--- src/hw/pdp_pkg.sv ---
/*
  Constants, register map and types for the descriptor word parser.
  Assumes one 50 MHz clock and a big-endian byte stream, MSB field first.
*/
package pdp_pkg;
  localparam int CLK_HZ = 50000000;
  // Register bus
  localparam int AW = 4;
  localparam int DW = 32;
  localparam logic [3:0] ADDR_CTRL = 4'h0;
  localparam logic [3:0] ADDR_TCD_LEN = 4'h1;
  localparam logic [3:0] ADDR_EXT_LEN = 4'h2;
  localparam logic [3:0] ADDR_STATUS = 4'h3;
  localparam logic [3:0] ADDR_PD_CNT = 4'h4;
  localparam logic [3:0] ADDR_TCD_CNT = 4'h5;
  localparam int CTRL_RUN = 0;
  localparam int CTRL_EXPERT = 1;
  localparam int STAT_FMT = 0;
  localparam int STAT_BUSY = 1;
  localparam logic [7:0] TCD_LEN_RST = 8'h10;
  localparam logic [6:0] EXT_LEN_RST = 7'h10;
  // Byte index of the flags byte equals the header length in bytes
  localparam logic [7:0] FLAGS_IDX_BASIC = 8'h06;
  localparam logic [7:0] FLAGS_IDX_EXPERT = 8'h07;
  // Pulse word: 32 bytes in either format; 28 plus extension otherwise
  localparam logic [7:0] PD_LAST_IDX = 8'h1F;
  localparam logic [7:0] PD_EXT_BASE = 8'h1B;
  // Body phase bytes, relative to the flags byte
  localparam logic [7:0] PHS_HI_OFS = 8'h07;
  localparam logic [7:0] PHS_LO_OFS = 8'h08;
  // Header fields (low end of the header shift register)
  localparam int TOA_W = 52;
  localparam int TOA_LSB = 4;
  localparam int TOA_MSB_BASIC = 47;
  localparam int TOA_MSB_EXPERT = 55;
  localparam int HDR_SRC = 3;
  localparam int HDR_EXT = 2;
  localparam int HDR_PAR_HI = 1;
  localparam int HDR_PAR_LO = 0;
  // Flags byte
  localparam int FLG_KIND = 7;
  localparam int FLG_PHASE = 5;
  localparam int FLG_SUPP = 4;
  localparam int FLG_M4 = 3;
  localparam int FLG_M3 = 2;
  localparam int FLG_M2 = 1;
  localparam int FLG_M1 = 0;
  typedef enum logic {PDP_S_HEAD, PDP_S_BODY} pdp_state_t;
endpackage

--- src/hw/pdp_parser.sv ---
/*
  Descriptor word parser: assembles bytes into pulse and timed control
  descriptors, decodes header and flags, hands fields to the scheduler.
  Assumes bytes arrive in word order on a valid/ready stream and that
  software programs format and lengths while the run bit is clear.
*/
// Decided for this implementation: the register addresses and the strobed register port.
// Behaviour
// - Words assembled from an ordered byte stream
// - Type decided only from header/flag bits
// - Word length and layout follow decoded type
// - Kind flag: clear pulse, set timed control
// - Pulse word: realtime pulse or stored replay
// - Control word retunes or rearms playback
// - Pulse word: header, flags, body, payload
// - Params or extension only in expert format
// - Format fixed for a whole run
// - Format set by local or remote configuration
// - Header 48 bits basic, 56 bits expert
// - Timestamp 44 bits basic, 52 expert
// - Source flag: zero stored, one realtime
// - Expert-only extension present flag
// - Expert two-bit parameter select field
// - Basic header has three reserved bits
// - Flags section is eight bits
// - Phase flag selects absolute or relative phase
// - Suppressed pulse accepted, no output
// - Markers one to three; fourth ignored
// - Words arrive over a network link
// - Extension present drops the params block
`timescale 1ns/100ps
module pdp_parser
(
  // Clock and reset
  input wire logic clk,
  input wire logic sys_rst,
  // Register port
  input wire logic [pdp_pkg::AW-1:0] reg_addr,
  input wire logic [pdp_pkg::DW-1:0] reg_wdata,
  input wire logic reg_wr,
  input wire logic reg_rd,
  output logic [pdp_pkg::DW-1:0] reg_rdata,
  // Byte stream from the link endpoint
  input wire logic in_valid,
  input wire logic [7:0] in_data,
  output logic in_ready,
  // Descriptor to the playback scheduler
  output logic desc_valid,
  output logic desc_kind,
  output logic [pdp_pkg::TOA_W-1:0] arrival_timestamp,
  output logic waveform_source_flag,
  output logic ext_present,
  output logic [1:0] param_select,
  output logic phase_reference_flag,
  output logic [15:0] phase_value_field,
  output logic suppress_output_flag,
  // Derived playback controls
  output logic signal_start,
  output logic control_start,
  output logic [15:0] applied_phase,
  output logic marker_one_flag,
  output logic marker_two_flag,
  output logic marker_three_flag
);
  import pdp_pkg::*;

  pdp_state_t st;
  logic run;
  logic cfg_expert;
  logic fmt;
  logic [7:0] tcd_len;
  logic [6:0] ext_len;
  logic [7:0] cnt;
  logic [7:0] last_q;
  logic [55:0] sh;
  logic [31:0] pd_cnt;
  logic [31:0] tcd_cnt;
  logic kind_q;
  logic src_q;
  logic ext_q;
  logic [1:0] par_q;
  logic phs_q;
  logic supp_q;
  logic [2:0] mk_q;
  logic [15:0] phs_val;
  logic [TOA_W-1:0] toa_q;
  logic acc;
  logic [7:0] flags_idx;
  logic at_flags;
  logic at_last;
  logic [7:0] next_last;
  logic [7:0] tcd_last;
  logic [7:0] tcd_min;

  assign acc = in_valid && in_ready;
  assign flags_idx = fmt ? FLAGS_IDX_EXPERT : FLAGS_IDX_BASIC;
  assign at_flags = (st == PDP_S_HEAD) && (cnt == flags_idx);
  assign at_last = (st == PDP_S_BODY) && (cnt == last_q);

  // Control words never end on the flags byte, keeps delivery in one place
  always_comb
  begin
    tcd_min = flags_idx + 8'h01;
    tcd_last = tcd_len - 8'h01;
    if (tcd_last < tcd_min)
    begin
      tcd_last = tcd_min;
    end
    if (in_data[FLG_KIND])
    begin
      next_last = tcd_last;
    end
    else if (fmt && sh[HDR_EXT])
    begin
      next_last = PD_EXT_BASE + {1'b0, ext_len};
    end
    else
    begin
      next_last = PD_LAST_IDX;
    end
  end

  // Register writes
  always_ff @(posedge clk)
  begin
    if (sys_rst)
    begin
      run <= 1'b0;
      cfg_expert <= 1'b0;
      tcd_len <= TCD_LEN_RST;
      ext_len <= EXT_LEN_RST;
    end
    else if (reg_wr)
    begin
      if (reg_addr == ADDR_CTRL)
      begin
        run <= reg_wdata[CTRL_RUN];
        cfg_expert <= reg_wdata[CTRL_EXPERT];
      end
      else if (reg_addr == ADDR_TCD_LEN)
      begin
        tcd_len <= reg_wdata[7:0];
      end
      else if (reg_addr == ADDR_EXT_LEN)
      begin
        ext_len <= reg_wdata[6:0];
      end
    end
  end

  // Active format only follows configuration while stopped
  always_ff @(posedge clk)
  begin
    if (sys_rst)
    begin
      fmt <= 1'b0;
      in_ready <= 1'b0;
    end
    else
    begin
      in_ready <= run;
      if (!run)
      begin
        fmt <= cfg_expert;
      end
    end
  end

  // Register reads, data one cycle after the strobe
  always_ff @(posedge clk)
  begin
    if (sys_rst)
    begin
      reg_rdata <= '0;
    end
    else if (reg_rd)
    begin
      if (reg_addr == ADDR_CTRL)
      begin
        reg_rdata <= {30'h00000000, cfg_expert, run};
      end
      else if (reg_addr == ADDR_TCD_LEN)
      begin
        reg_rdata <= {24'h000000, tcd_len};
      end
      else if (reg_addr == ADDR_EXT_LEN)
      begin
        reg_rdata <= {25'h0000000, ext_len};
      end
      else if (reg_addr == ADDR_STATUS)
      begin
        reg_rdata <= {30'h00000000, (st == PDP_S_BODY) || (cnt != 8'h00), fmt};
      end
      else if (reg_addr == ADDR_PD_CNT)
      begin
        reg_rdata <= pd_cnt;
      end
      else if (reg_addr == ADDR_TCD_CNT)
      begin
        reg_rdata <= tcd_cnt;
      end
      else
      begin
        reg_rdata <= '0;
      end
    end
    else
    begin
      reg_rdata <= '0;
    end
  end

  // Byte counter and framing state
  always_ff @(posedge clk)
  begin
    if (sys_rst)
    begin
      st <= PDP_S_HEAD;
      cnt <= 8'h00;
      last_q <= PD_LAST_IDX;
    end
    else if (acc)
    begin
      case (st)
        PDP_S_HEAD:
        begin
          cnt <= cnt + 8'h01;
          if (at_flags)
          begin
            last_q <= next_last;
            st <= PDP_S_BODY;
          end
        end
        PDP_S_BODY:
        begin
          if (at_last)
          begin
            cnt <= 8'h00;
            st <= PDP_S_HEAD;
          end
          else
          begin
            cnt <= cnt + 8'h01;
          end
        end
        default:
        begin
          st <= PDP_S_HEAD;
        end
      endcase
    end
  end

  // Header shift, most significant byte first
  always_ff @(posedge clk)
  begin
    if (sys_rst)
    begin
      sh <= '0;
    end
    else if (acc && (st == PDP_S_HEAD) && !at_flags)
    begin
      sh <= {sh[47:0], in_data};
    end
  end

  // Field decode on the flags byte; reserved bits are dropped here
  always_ff @(posedge clk)
  begin
    if (sys_rst)
    begin
      kind_q <= 1'b0;
      src_q <= 1'b0;
      ext_q <= 1'b0;
      par_q <= 2'b00;
      phs_q <= 1'b0;
      supp_q <= 1'b0;
      mk_q <= 3'b000;
      toa_q <= '0;
    end
    else if (acc && at_flags)
    begin
      kind_q <= in_data[FLG_KIND];
      src_q <= sh[HDR_SRC];
      phs_q <= in_data[FLG_PHASE];
      supp_q <= in_data[FLG_SUPP];
      mk_q <= {in_data[FLG_M3], in_data[FLG_M2], in_data[FLG_M1]};
      if (fmt)
      begin
        toa_q <= sh[TOA_MSB_EXPERT:TOA_LSB];
        ext_q <= sh[HDR_EXT];
        par_q <= sh[HDR_PAR_HI:HDR_PAR_LO];
      end
      else
      begin
        toa_q <= {8'h00, sh[TOA_MSB_BASIC:TOA_LSB]};
        ext_q <= 1'b0;
        par_q <= 2'b00;
      end
    end
  end

  // Phase value from the body
  always_ff @(posedge clk)
  begin
    if (sys_rst)
    begin
      phs_val <= 16'h0000;
    end
    else if (acc && (st == PDP_S_BODY) && !kind_q)
    begin
      if (cnt == flags_idx + PHS_HI_OFS)
      begin
        phs_val[15:8] <= in_data;
      end
      else if (cnt == flags_idx + PHS_LO_OFS)
      begin
        phs_val[7:0] <= in_data;
      end
    end
  end

  // Delivery to the scheduler, one word per pulse, in arrival order
  always_ff @(posedge clk)
  begin
    if (sys_rst)
    begin
      desc_valid <= 1'b0;
      desc_kind <= 1'b0;
      arrival_timestamp <= '0;
      waveform_source_flag <= 1'b0;
      ext_present <= 1'b0;
      param_select <= 2'b00;
      phase_reference_flag <= 1'b0;
      phase_value_field <= 16'h0000;
      suppress_output_flag <= 1'b0;
    end
    else
    begin
      desc_valid <= acc && at_last;
      if (acc && at_last)
      begin
        desc_kind <= kind_q;
        arrival_timestamp <= toa_q;
        waveform_source_flag <= src_q;
        ext_present <= ext_q;
        param_select <= par_q;
        phase_reference_flag <= phs_q;
        phase_value_field <= phs_val;
        suppress_output_flag <= supp_q;
      end
    end
  end

  // Playback controls
  always_ff @(posedge clk)
  begin
    if (sys_rst)
    begin
      signal_start <= 1'b0;
      control_start <= 1'b0;
      applied_phase <= 16'h0000;
      marker_one_flag <= 1'b0;
      marker_two_flag <= 1'b0;
      marker_three_flag <= 1'b0;
    end
    else
    begin
      signal_start <= acc && at_last && !kind_q && !supp_q;
      control_start <= acc && at_last && kind_q;
      if (acc && at_last && !kind_q && !supp_q)
      begin
        // Relative mode wraps modulo one turn
        applied_phase <= phs_q ? applied_phase + phs_val : phs_val;
        marker_one_flag <= mk_q[0];
        marker_two_flag <= mk_q[1];
        marker_three_flag <= mk_q[2];
      end
    end
  end

  // Word counters
  always_ff @(posedge clk)
  begin
    if (sys_rst)
    begin
      pd_cnt <= 32'h00000000;
      tcd_cnt <= 32'h00000000;
    end
    else if (acc && at_last)
    begin
      if (kind_q)
      begin
        tcd_cnt <= tcd_cnt + 32'h00000001;
      end
      else
      begin
        pd_cnt <= pd_cnt + 32'h00000001;
      end
    end
  end
endmodule

--- config.mk ---
export PLATFORM = sky130hd
export DESIGN_NAME = pdp_parser
export DESIGN_NICKNAME = d
export VERILOG_FILES = /design/src/hw/pdp_pkg.sv /design/src/hw/pdp_parser.sv
export SDC_FILE = /design/constraint.sdc
export NUM_CORES = 1
export LEC_CHECK = 0
export BUFFER_PORTS_ARGS = -buffer_cell sky130_fd_sc_hd__buf_4
export CORE_ASPECT_RATIO = 1.75
export CORE_MARGIN = 5
export CORE_UTILIZATION = 25
export DETAILED_ROUTE_END_ITERATION = 12
export SLEW_MARGIN = 20
export SYNTH_ARGS = -nofsm -noshare
export SYNTH_HDL_FRONTEND = slang
export SYNTH_SLANG_ARGS = --single-unit
export TNS_END_PERCENT = 50
--- constraint.sdc ---
create_clock -name clk -period 5.1 [get_ports clk]
set_clock_uncertainty 0.05 [all_clocks]
set_input_delay 1.02 -clock clk [delete_from_list [all_inputs] [get_ports clk]]
set_output_delay 1.02 -clock clk [all_outputs]
set_load 0.01 [all_outputs]
==> results.json, run 1 <==
{
  "status": "completed",
  "grt_pass1_wl_um": 67510,
  "pin_count": 179,
  "dr.pass1.iters": 5,
  "yosysSeqAreaShare_pct": 49.44,
  "drc": 0,
  "tightest_slew_ns": 1.085,
  "crit_family": "simple AND/OR/NAND/NOR gates",
  "grt_max_degree": 134,
  "crit_required_ns": 5.54,
  "muxShareOfSynthArea_pct": 3.090,
  "cts_resized": 0,
  "yosys_warnings": 0,
  "syn_inst": 1783,
  "worst-path-buf-inv": 0,
  "cpPeakStageDelay_ns": 0.59,
  "critPathArrivalTime_ns": 3.55,
  "start_util_pct": 25.23,
  "cts_sinks": 363,
  "ys_top_cells_by_area": "dfxtp_1 49%, nand2_1 11%, a21oi_1 7.7%",
  "synth_edf_count": 0,
  "r2r-start": "cnt[3]$_SDFFE_PP0P_",
  "crit_fanout": 14,
  "drt-initial-drc-count": 569,
  "min_from": "phase_value_field[5]$_SDFFE_PP0N_",
  "synth-xor-area-share_pct": 5.346,
  "fin_setup_tns_ns": 0,
  "cts_tree": "yes",
  "cts_setup_buffers": 0,
  "hp-class": "reg -> reg",
  "path_cells": "xnor2_2 -> nand3_2 -> nor3_2 -> nand2_1 -> or4_1 -> a21oi_1 -> a211o_1",
  "ir_worst_vdd_uv": 233.9,
  "dp.cells": 2609,
  "startpoint": "cnt[3]$_SDFFE_PP0P_",
  "final.min_clock_period_ns": 3.101,
  "wl_per_cell_um": 15.89,
  "clock_latency_ns": 0.57,
  "fmax_mhz": 322.5,
  "clk_pin_slew_worst_paths_ns": 0.06,
  "nFillCells": 6219,
  "synth.distinct_cells": 61,
  "cts_buffer_depth": 3,
  "slew_viol_final": 0,
  "ys.flop_type": "dfxtp_1",
  "syn-cell-area_mm2": 0.01470,
  "r2r_setup_slack_ns": 2.00,
  "core.rowCount": 117,
  "grt.total_usage_pct": 12.85,
  "synth_top_family_by_area": "simple AND/OR/NAND/NOR gates",
  "vias_per_cell": 4.646,
  "final.hold.worst_slack_ns": 0.4010,
  "rsz0062_at_grt": "false",
  "synth.avg_cell_area_um2": 8.244,
  "area_growth_pct": 21.76,
  "port_buffers": 154,
  "synth_top_cell_area_share_pct": 49.44,
  "finalHoldViolCount": 0,
  "num_vias": 12440,
  "finalCritPeriodShare_pct": 60.80,
  "dp_hpwl_um": 29430,
  "startpoint_type": "register",
  "grt_pass1_vias": 12340,
  "design.core.area_mm2": 0.05826,
  "cts_root_buffer": "clkbuf_16",
  "crit_type": "reg -> reg",
  "synth.most_common_cell": "nand2_1",
  "maxSlewHeadroom_pct": 27.40,
  "diodes": 0,
  "p_leak_nw": 6.273,
  "nNetsFinal": 1950,
  "async_reset_ff_share_pct": 0,
  "synth-compound-area-share_pct": 13.64,
  "power_density_mw_per_mm2": 330.0,
  "cts_inserted_buffers": 38,
  "antenna_found_initial": 0,
  "synth_adder_area_share_pct": 2.179,
  "finalWeightedCongestion": 0.8529,
  "postRouteAntennaNets": 0,
  "synth_common_cells": "433 x nand2_1, 363 x dfxtp_1, 227 x a21oi_1, 176 x nor2_1, 99 x clkbuf_1",
  "synth_area_leader_cell": "dfxtp_1",
  "ys_ff_latch": 363,
  "route.final.wire_length_um": 42550,
  "post-route-util_pct": 30.72,
  "crit_path_end_kind": "register",
  "cts.htree.levels": 2,
  "synth-simple-area-share_pct": 22.77,
  "maxCapViolCount": 0,
  "fin_cells": 2678,
  "grt-ovfl-total": 0,
  "die_area_mm2": 0.06394,
  "setup_viol_count_final": 0,
  "syn-num-nets": 1857,
  "die-width_um": 193.3,
  "cpMaxStageDelayCell": "nor3_2",
  "postCtsHoldBufs": 0,
  "die_h_um": 330.8,
  "drive_above_1_share_pct": 12.91
}
-- tightest hold or removal path: cells and delay by family, from the launching register on --
family,cells,cell delay [ns]
flops,1,0.31
simple gates,1,0.05
compound gates,1,0.05
-- sequential cells by signal, summed over array words and instances (netlist names), 16 cells and up --
register	flops
tcd_cnt	32
toa_q	52
phase_value_field	16
phs_val	16
applied_phase	16
arrival_timestamp	52
pd_cnt	32
reg_rdata	32
sh	56
-- power by group --
group	internal (mW)	total, mW	switching (mW)
logic	0.0308	0.114	0.0833
clock network	1.71	2.95	1.24
registers	2.84	2.84	0.00379
-- metal layers --
| layer | vias up | track usage (%) | part of all wire, % | wire length [um] |
|---|---|---|---|---|
| met5 | - | 0 | 0 | 0 |
| met4 | 0 | 5.453 | 3.8 | 1602 |
| met3 | 78 | 2.259 | 4.4 | 1874 |
| met2 | 280 | 24.01 | 52 | 21980 |
| met1 | 5888 | 14.29 | 40 | 17090 |
| li1 | 6196 | - | - | - |
-- final timing paths --
path,depth (start not counted),to
max,7,applied_phase[15]$_SDFFE_PP0P_
min,2,phase_value_field[5]$_SDFFE_PP0N_
min reg2reg,2,phase_value_field[5]$_SDFFE_PP0N_
max reg2reg,7,applied_phase[15]$_SDFFE_PP0P_
-- stage by stage --
step,cell area (um2),worst slack [ns],power (mW)
floorplan,14700,2.173,2.973
global placement,16560,1.454,3.018
detailed placement,16560,1.409,3.019
CTS,17890,1.986,6.015
global route,17900,1.755,6.119
finish,17900,1.999,5.906
-- final cells by class --
type	instances	area [um2]	area share, %
multi-input cells	1285	6953	38.85
clock buffers	53	1077	6.019
flip-flops and latches	363	7267	40.60
repair buffers	168	1306	7.299
clock inverters	16	251.5	1.405
well taps	773	967.2	5.404
inverters	20	75.07	0.4195
-- logic make-up after synthesis --
kind of cell	after synthesis
buffers and inverters	135
flip-flops	363
adder cells (fa/ha/maj)	25
AND/OR/NAND/NOR	784
multiplexers	44
XOR/XNOR	88
AO/OA/AOI/OAI	344
-- layout by cell type (no fill, tap or decap), drive strengths merged, types with 5 or more instances in the layout --
master  Yosys  routed
mux2i      42      42
nor3       23      23
a211o       5       5
a222oi      5       5
nor4        6       6
and3       13      13
nor2      176     176
or3        18      18
buf        16     168
nor2b      15      15
ha         24      24
a21o        8       8
inv        19      22
clkbuf     99      53
a211oi     11      11
nor4b       5       5
nand2     433     433
nand3      52      52
a221oi      6       6
a31oi       8       8
o21ai      22      22
and2        6       6
and4        8       8
a22oi      25      25
xor2       42      42
clkinv      1       8
xnor2      46      46
a22o        5       5
nand4      17      17
dfxtp     363     363
a21oi     227     227
Note: power is estimated with default switching activity, not from simulation.
==> run 2, diff against run 1 <==
==> constraint.sdc (replaced) <==
create_clock -name clk -period 2.9 [get_ports clk]
set_clock_uncertainty 0.05 [all_clocks]
set_input_delay 0.58 -clock clk [delete_from_list [all_inputs] [get_ports clk]]
set_output_delay 0.58 -clock clk [all_outputs]
set_load 0.01 [all_outputs]
==> run 2 against run 1 <==
Total power up 73%; largest power group unchanged; sequential power grew 76%; utilization up 0.32 points; clock power up 69%; die area did not move; fmax up 16%; sequential cell count did not move; combinational power grew 90%; count of clock-buffer cells in the layout fell by 6; worst setup slack got worse by 1.8 ns; non-clock buffer count grew 28; routed wire length up 1.3%.
==> results.json, run 2 (synthesis results as in run 1) <==
{
  "status": "completed",
  "power.net_switching_mw": 2.330,
  "startpoint_type": "register",
  "nNetsFinal": 1977,
  "seqPwrFrac_pct": 48.9,
  "grt_max_degree": 89,
  "finalCritPeriodShare_pct": 92.27,
  "grt-ovfl-total": 0,
  "crit_path_end_kind": "register",
  "cpPeakStageDelay_ns": 0.44,
  "path_cells": "inv_1 -> ha_1 -> inv_1 -> ha_1 -> a21o_1 -> a21o_1 -> a2111oi_2 -> buf_4 -> mux2i_1 -> a221oi_1 -> a211o_1",
  "ir_worst_vdd_uv": 398.2,
  "grt.total_usage_pct": 13.02,
  "nFillCells": 6208,
  "grt_pass1_wl_um": 68210,
  "rsz0062_at_grt": "false",
  "design.core.area_mm2": 0.05826,
  "switching_share_pct": 22.81,
  "maxSlewHeadroom_pct": 52.13,
  "vias_per_cell": 4.612,
  "antenna_found_initial": 0,
  "cpMaxStageDelayCell": "a2111oi_2",
  "r2r-end": "last_q[3]$_SDFFE_PP1P_",
  "diodes": 0,
  "cts_sinks": 363,
  "die-width_um": 193.3,
  "post-route-util_pct": 31.04,
  "grt_pass1_vias": 12500,
  "p_total_mw": 10.21,
  "top_regs": "sh (56), arrival_timestamp (52), toa_q (52)",
  "multi_input_comb_area_mm2": 0.006949,
  "r2r_setup_slack_ns": 0.22,
  "port_buffers": 154,
  "die_h_um": 330.8,
  "final_common_cell": "nand2_1",
  "crit_fanout": 2,
  "endpoint": "last_q[3]$_SDFFE_PP1P_",
  "power.share.clock_pct": 49.0,
  "p_leak_nw": 6.421,
  "finalWeightedCongestion": 0.8499,
  "power_density_mw_per_mm2": 564.8,
  "cts_root_buffer": "clkbuf_16",
  "internal-power_mw": 7.885,
  "hp-class": "in -> reg",
  "clk_pin_slew_worst_paths_ns": 0.06,
  "p_comb_share_pct": 2.1,
  "crit_type": "reg -> reg",
  "critPathArrivalTime_ns": 3.08,
  "drive_above_1_share_pct": 14.29,
  "pin_count": 179,
  "r2r-start": "tcd_len[1]$_SDFFE_PP0P_",
  "cts_buffer_depth": 3,
  "cts_inserted_buffers": 37,
  "setup_viol_count_final": 0,
  "min_from": "reg_wdata[5]",
  "final_design_area_no_fill_mm2": 0.01809,
  "postRouteAntennaNets": 0,
  "fin_setup_tns_ns": 0,
  "fmax_mhz": 373.7,
  "finalHoldViolCount": 0,
  "crit_required_ns": 3.30,
  "dr.pass1.iters": 5,
  "reg2regPathDepth": 11,
  "wl_per_cell_um": 15.94,
  "die_area_mm2": 0.06394,
  "slew_viol_final": 0,
  "worst_slack_ns": 0.2240,
  "layout_common_cells": "433 x nand2_1, 363 x dfxtp_1, 227 x a21oi_1",
  "place_ws_ns": 0.2139,
  "final.min_clock_period_ns": 2.676,
  "route.final.wire_length_um": 43110,
  "start_util_pct": 25.23,
  "maxCapViolCount": 0,
  "final.hold.worst_slack_ns": 0.2150,
  "cts_tree": "yes",
  "cts_setup_buffers": 0,
  "num_vias": 12470,
  "dp_hpwl_um": 30660,
  "postCtsHoldBufs": 0,
  "cts.htree.levels": 2,
  "startpoint": "tcd_len[1]$_SDFFE_PP0P_",
  "tightest_slew_ns": 0.7181,
  "area_growth_pct": 23.04,
  "clock_latency_ns": 0.56,
  "cts_resized": 0,
  "fin_cells": 2704,
  "drt-initial-drc-count": 615,
  "dpl_cell_area_mm2": 0.01681,
  "dp.cells": 2637,
  "seqCellArea_mm2": 0.007267,
  "largest_reg_flops": 56,
  "drc": 0,
  "regMostFlops": "sh",
  "core.rowCount": 117
}
## run 2: changes by cell type in the layout (fill, tap and decap cells not counted), moves of 3 or more
cell,previous run,this run
clkinv_2,2,8
clkbuf_1,8,4
buf_12,3,6
buf_4,164,189
## run 2: metal layers
layer,global-route usage [%],routed length [um],share of wire [%],vias to the layer above
met4,5.083,1464,3.4,0
met2,24.59,22710,53,259
met3,2.432,1877,4.4,80
met1,14.38,17060,40,5883
met5,0,0,0,-
li1,-,-,-,6250
## run 2: final cells by class
class | count | share of cell area (%)
Clock buffer | 47 | 5.659
Tap cell | 773 | 5.348
Clock inverter | 20 | 1.384
Multi-Input combinational cell | 1285 | 38.42
Inverter | 20 | 0.4151
Timing Repair Buffer | 196 | 8.592
Sequential cell | 363 | 40.18
## run 2: how the worst min path moves through the flow
stage	slack, ns	end	cells past startpoint
floorplan	0.38	toa_q[51]$_SDFFE_PP0P_	2
global placement	0.39	mk_q[1]$_SDFFE_PP0P_	2
detailed placement	0.39	phase_value_field[5]$_SDFFE_PP0N_	2
CTS	0.18	ext_len[6]$_SDFFE_PP0P_	3
global route	0.20	ext_len[6]$_SDFFE_PP0P_	3
finish	0.22	ext_len[5]$_SDFFE_PP0P_	3
## run 2: critical path, delay by kind of cell, from the launching register on
family                   cells  cell delay (ns)
flip-flops                   1             0.34
buffers and inverters        3             0.29
adder cells (fa/ha/maj)      2             0.56
AO/OA/AOI/OAI                5             1.16
multiplexers                 1             0.17
## run 2: power groups by stage
stage	sequential, mW	combinational, mW	clock, mW
2_1_floorplan	5.10	0.123	0
3_3_place_gp	5.11	0.218	0
3_5_place_dp	5.11	0.220	0
4_1_cts	4.99	0.221	5.17
5_1_grt	4.99	0.237	5.36
6_report	4.99	0.217	5.00
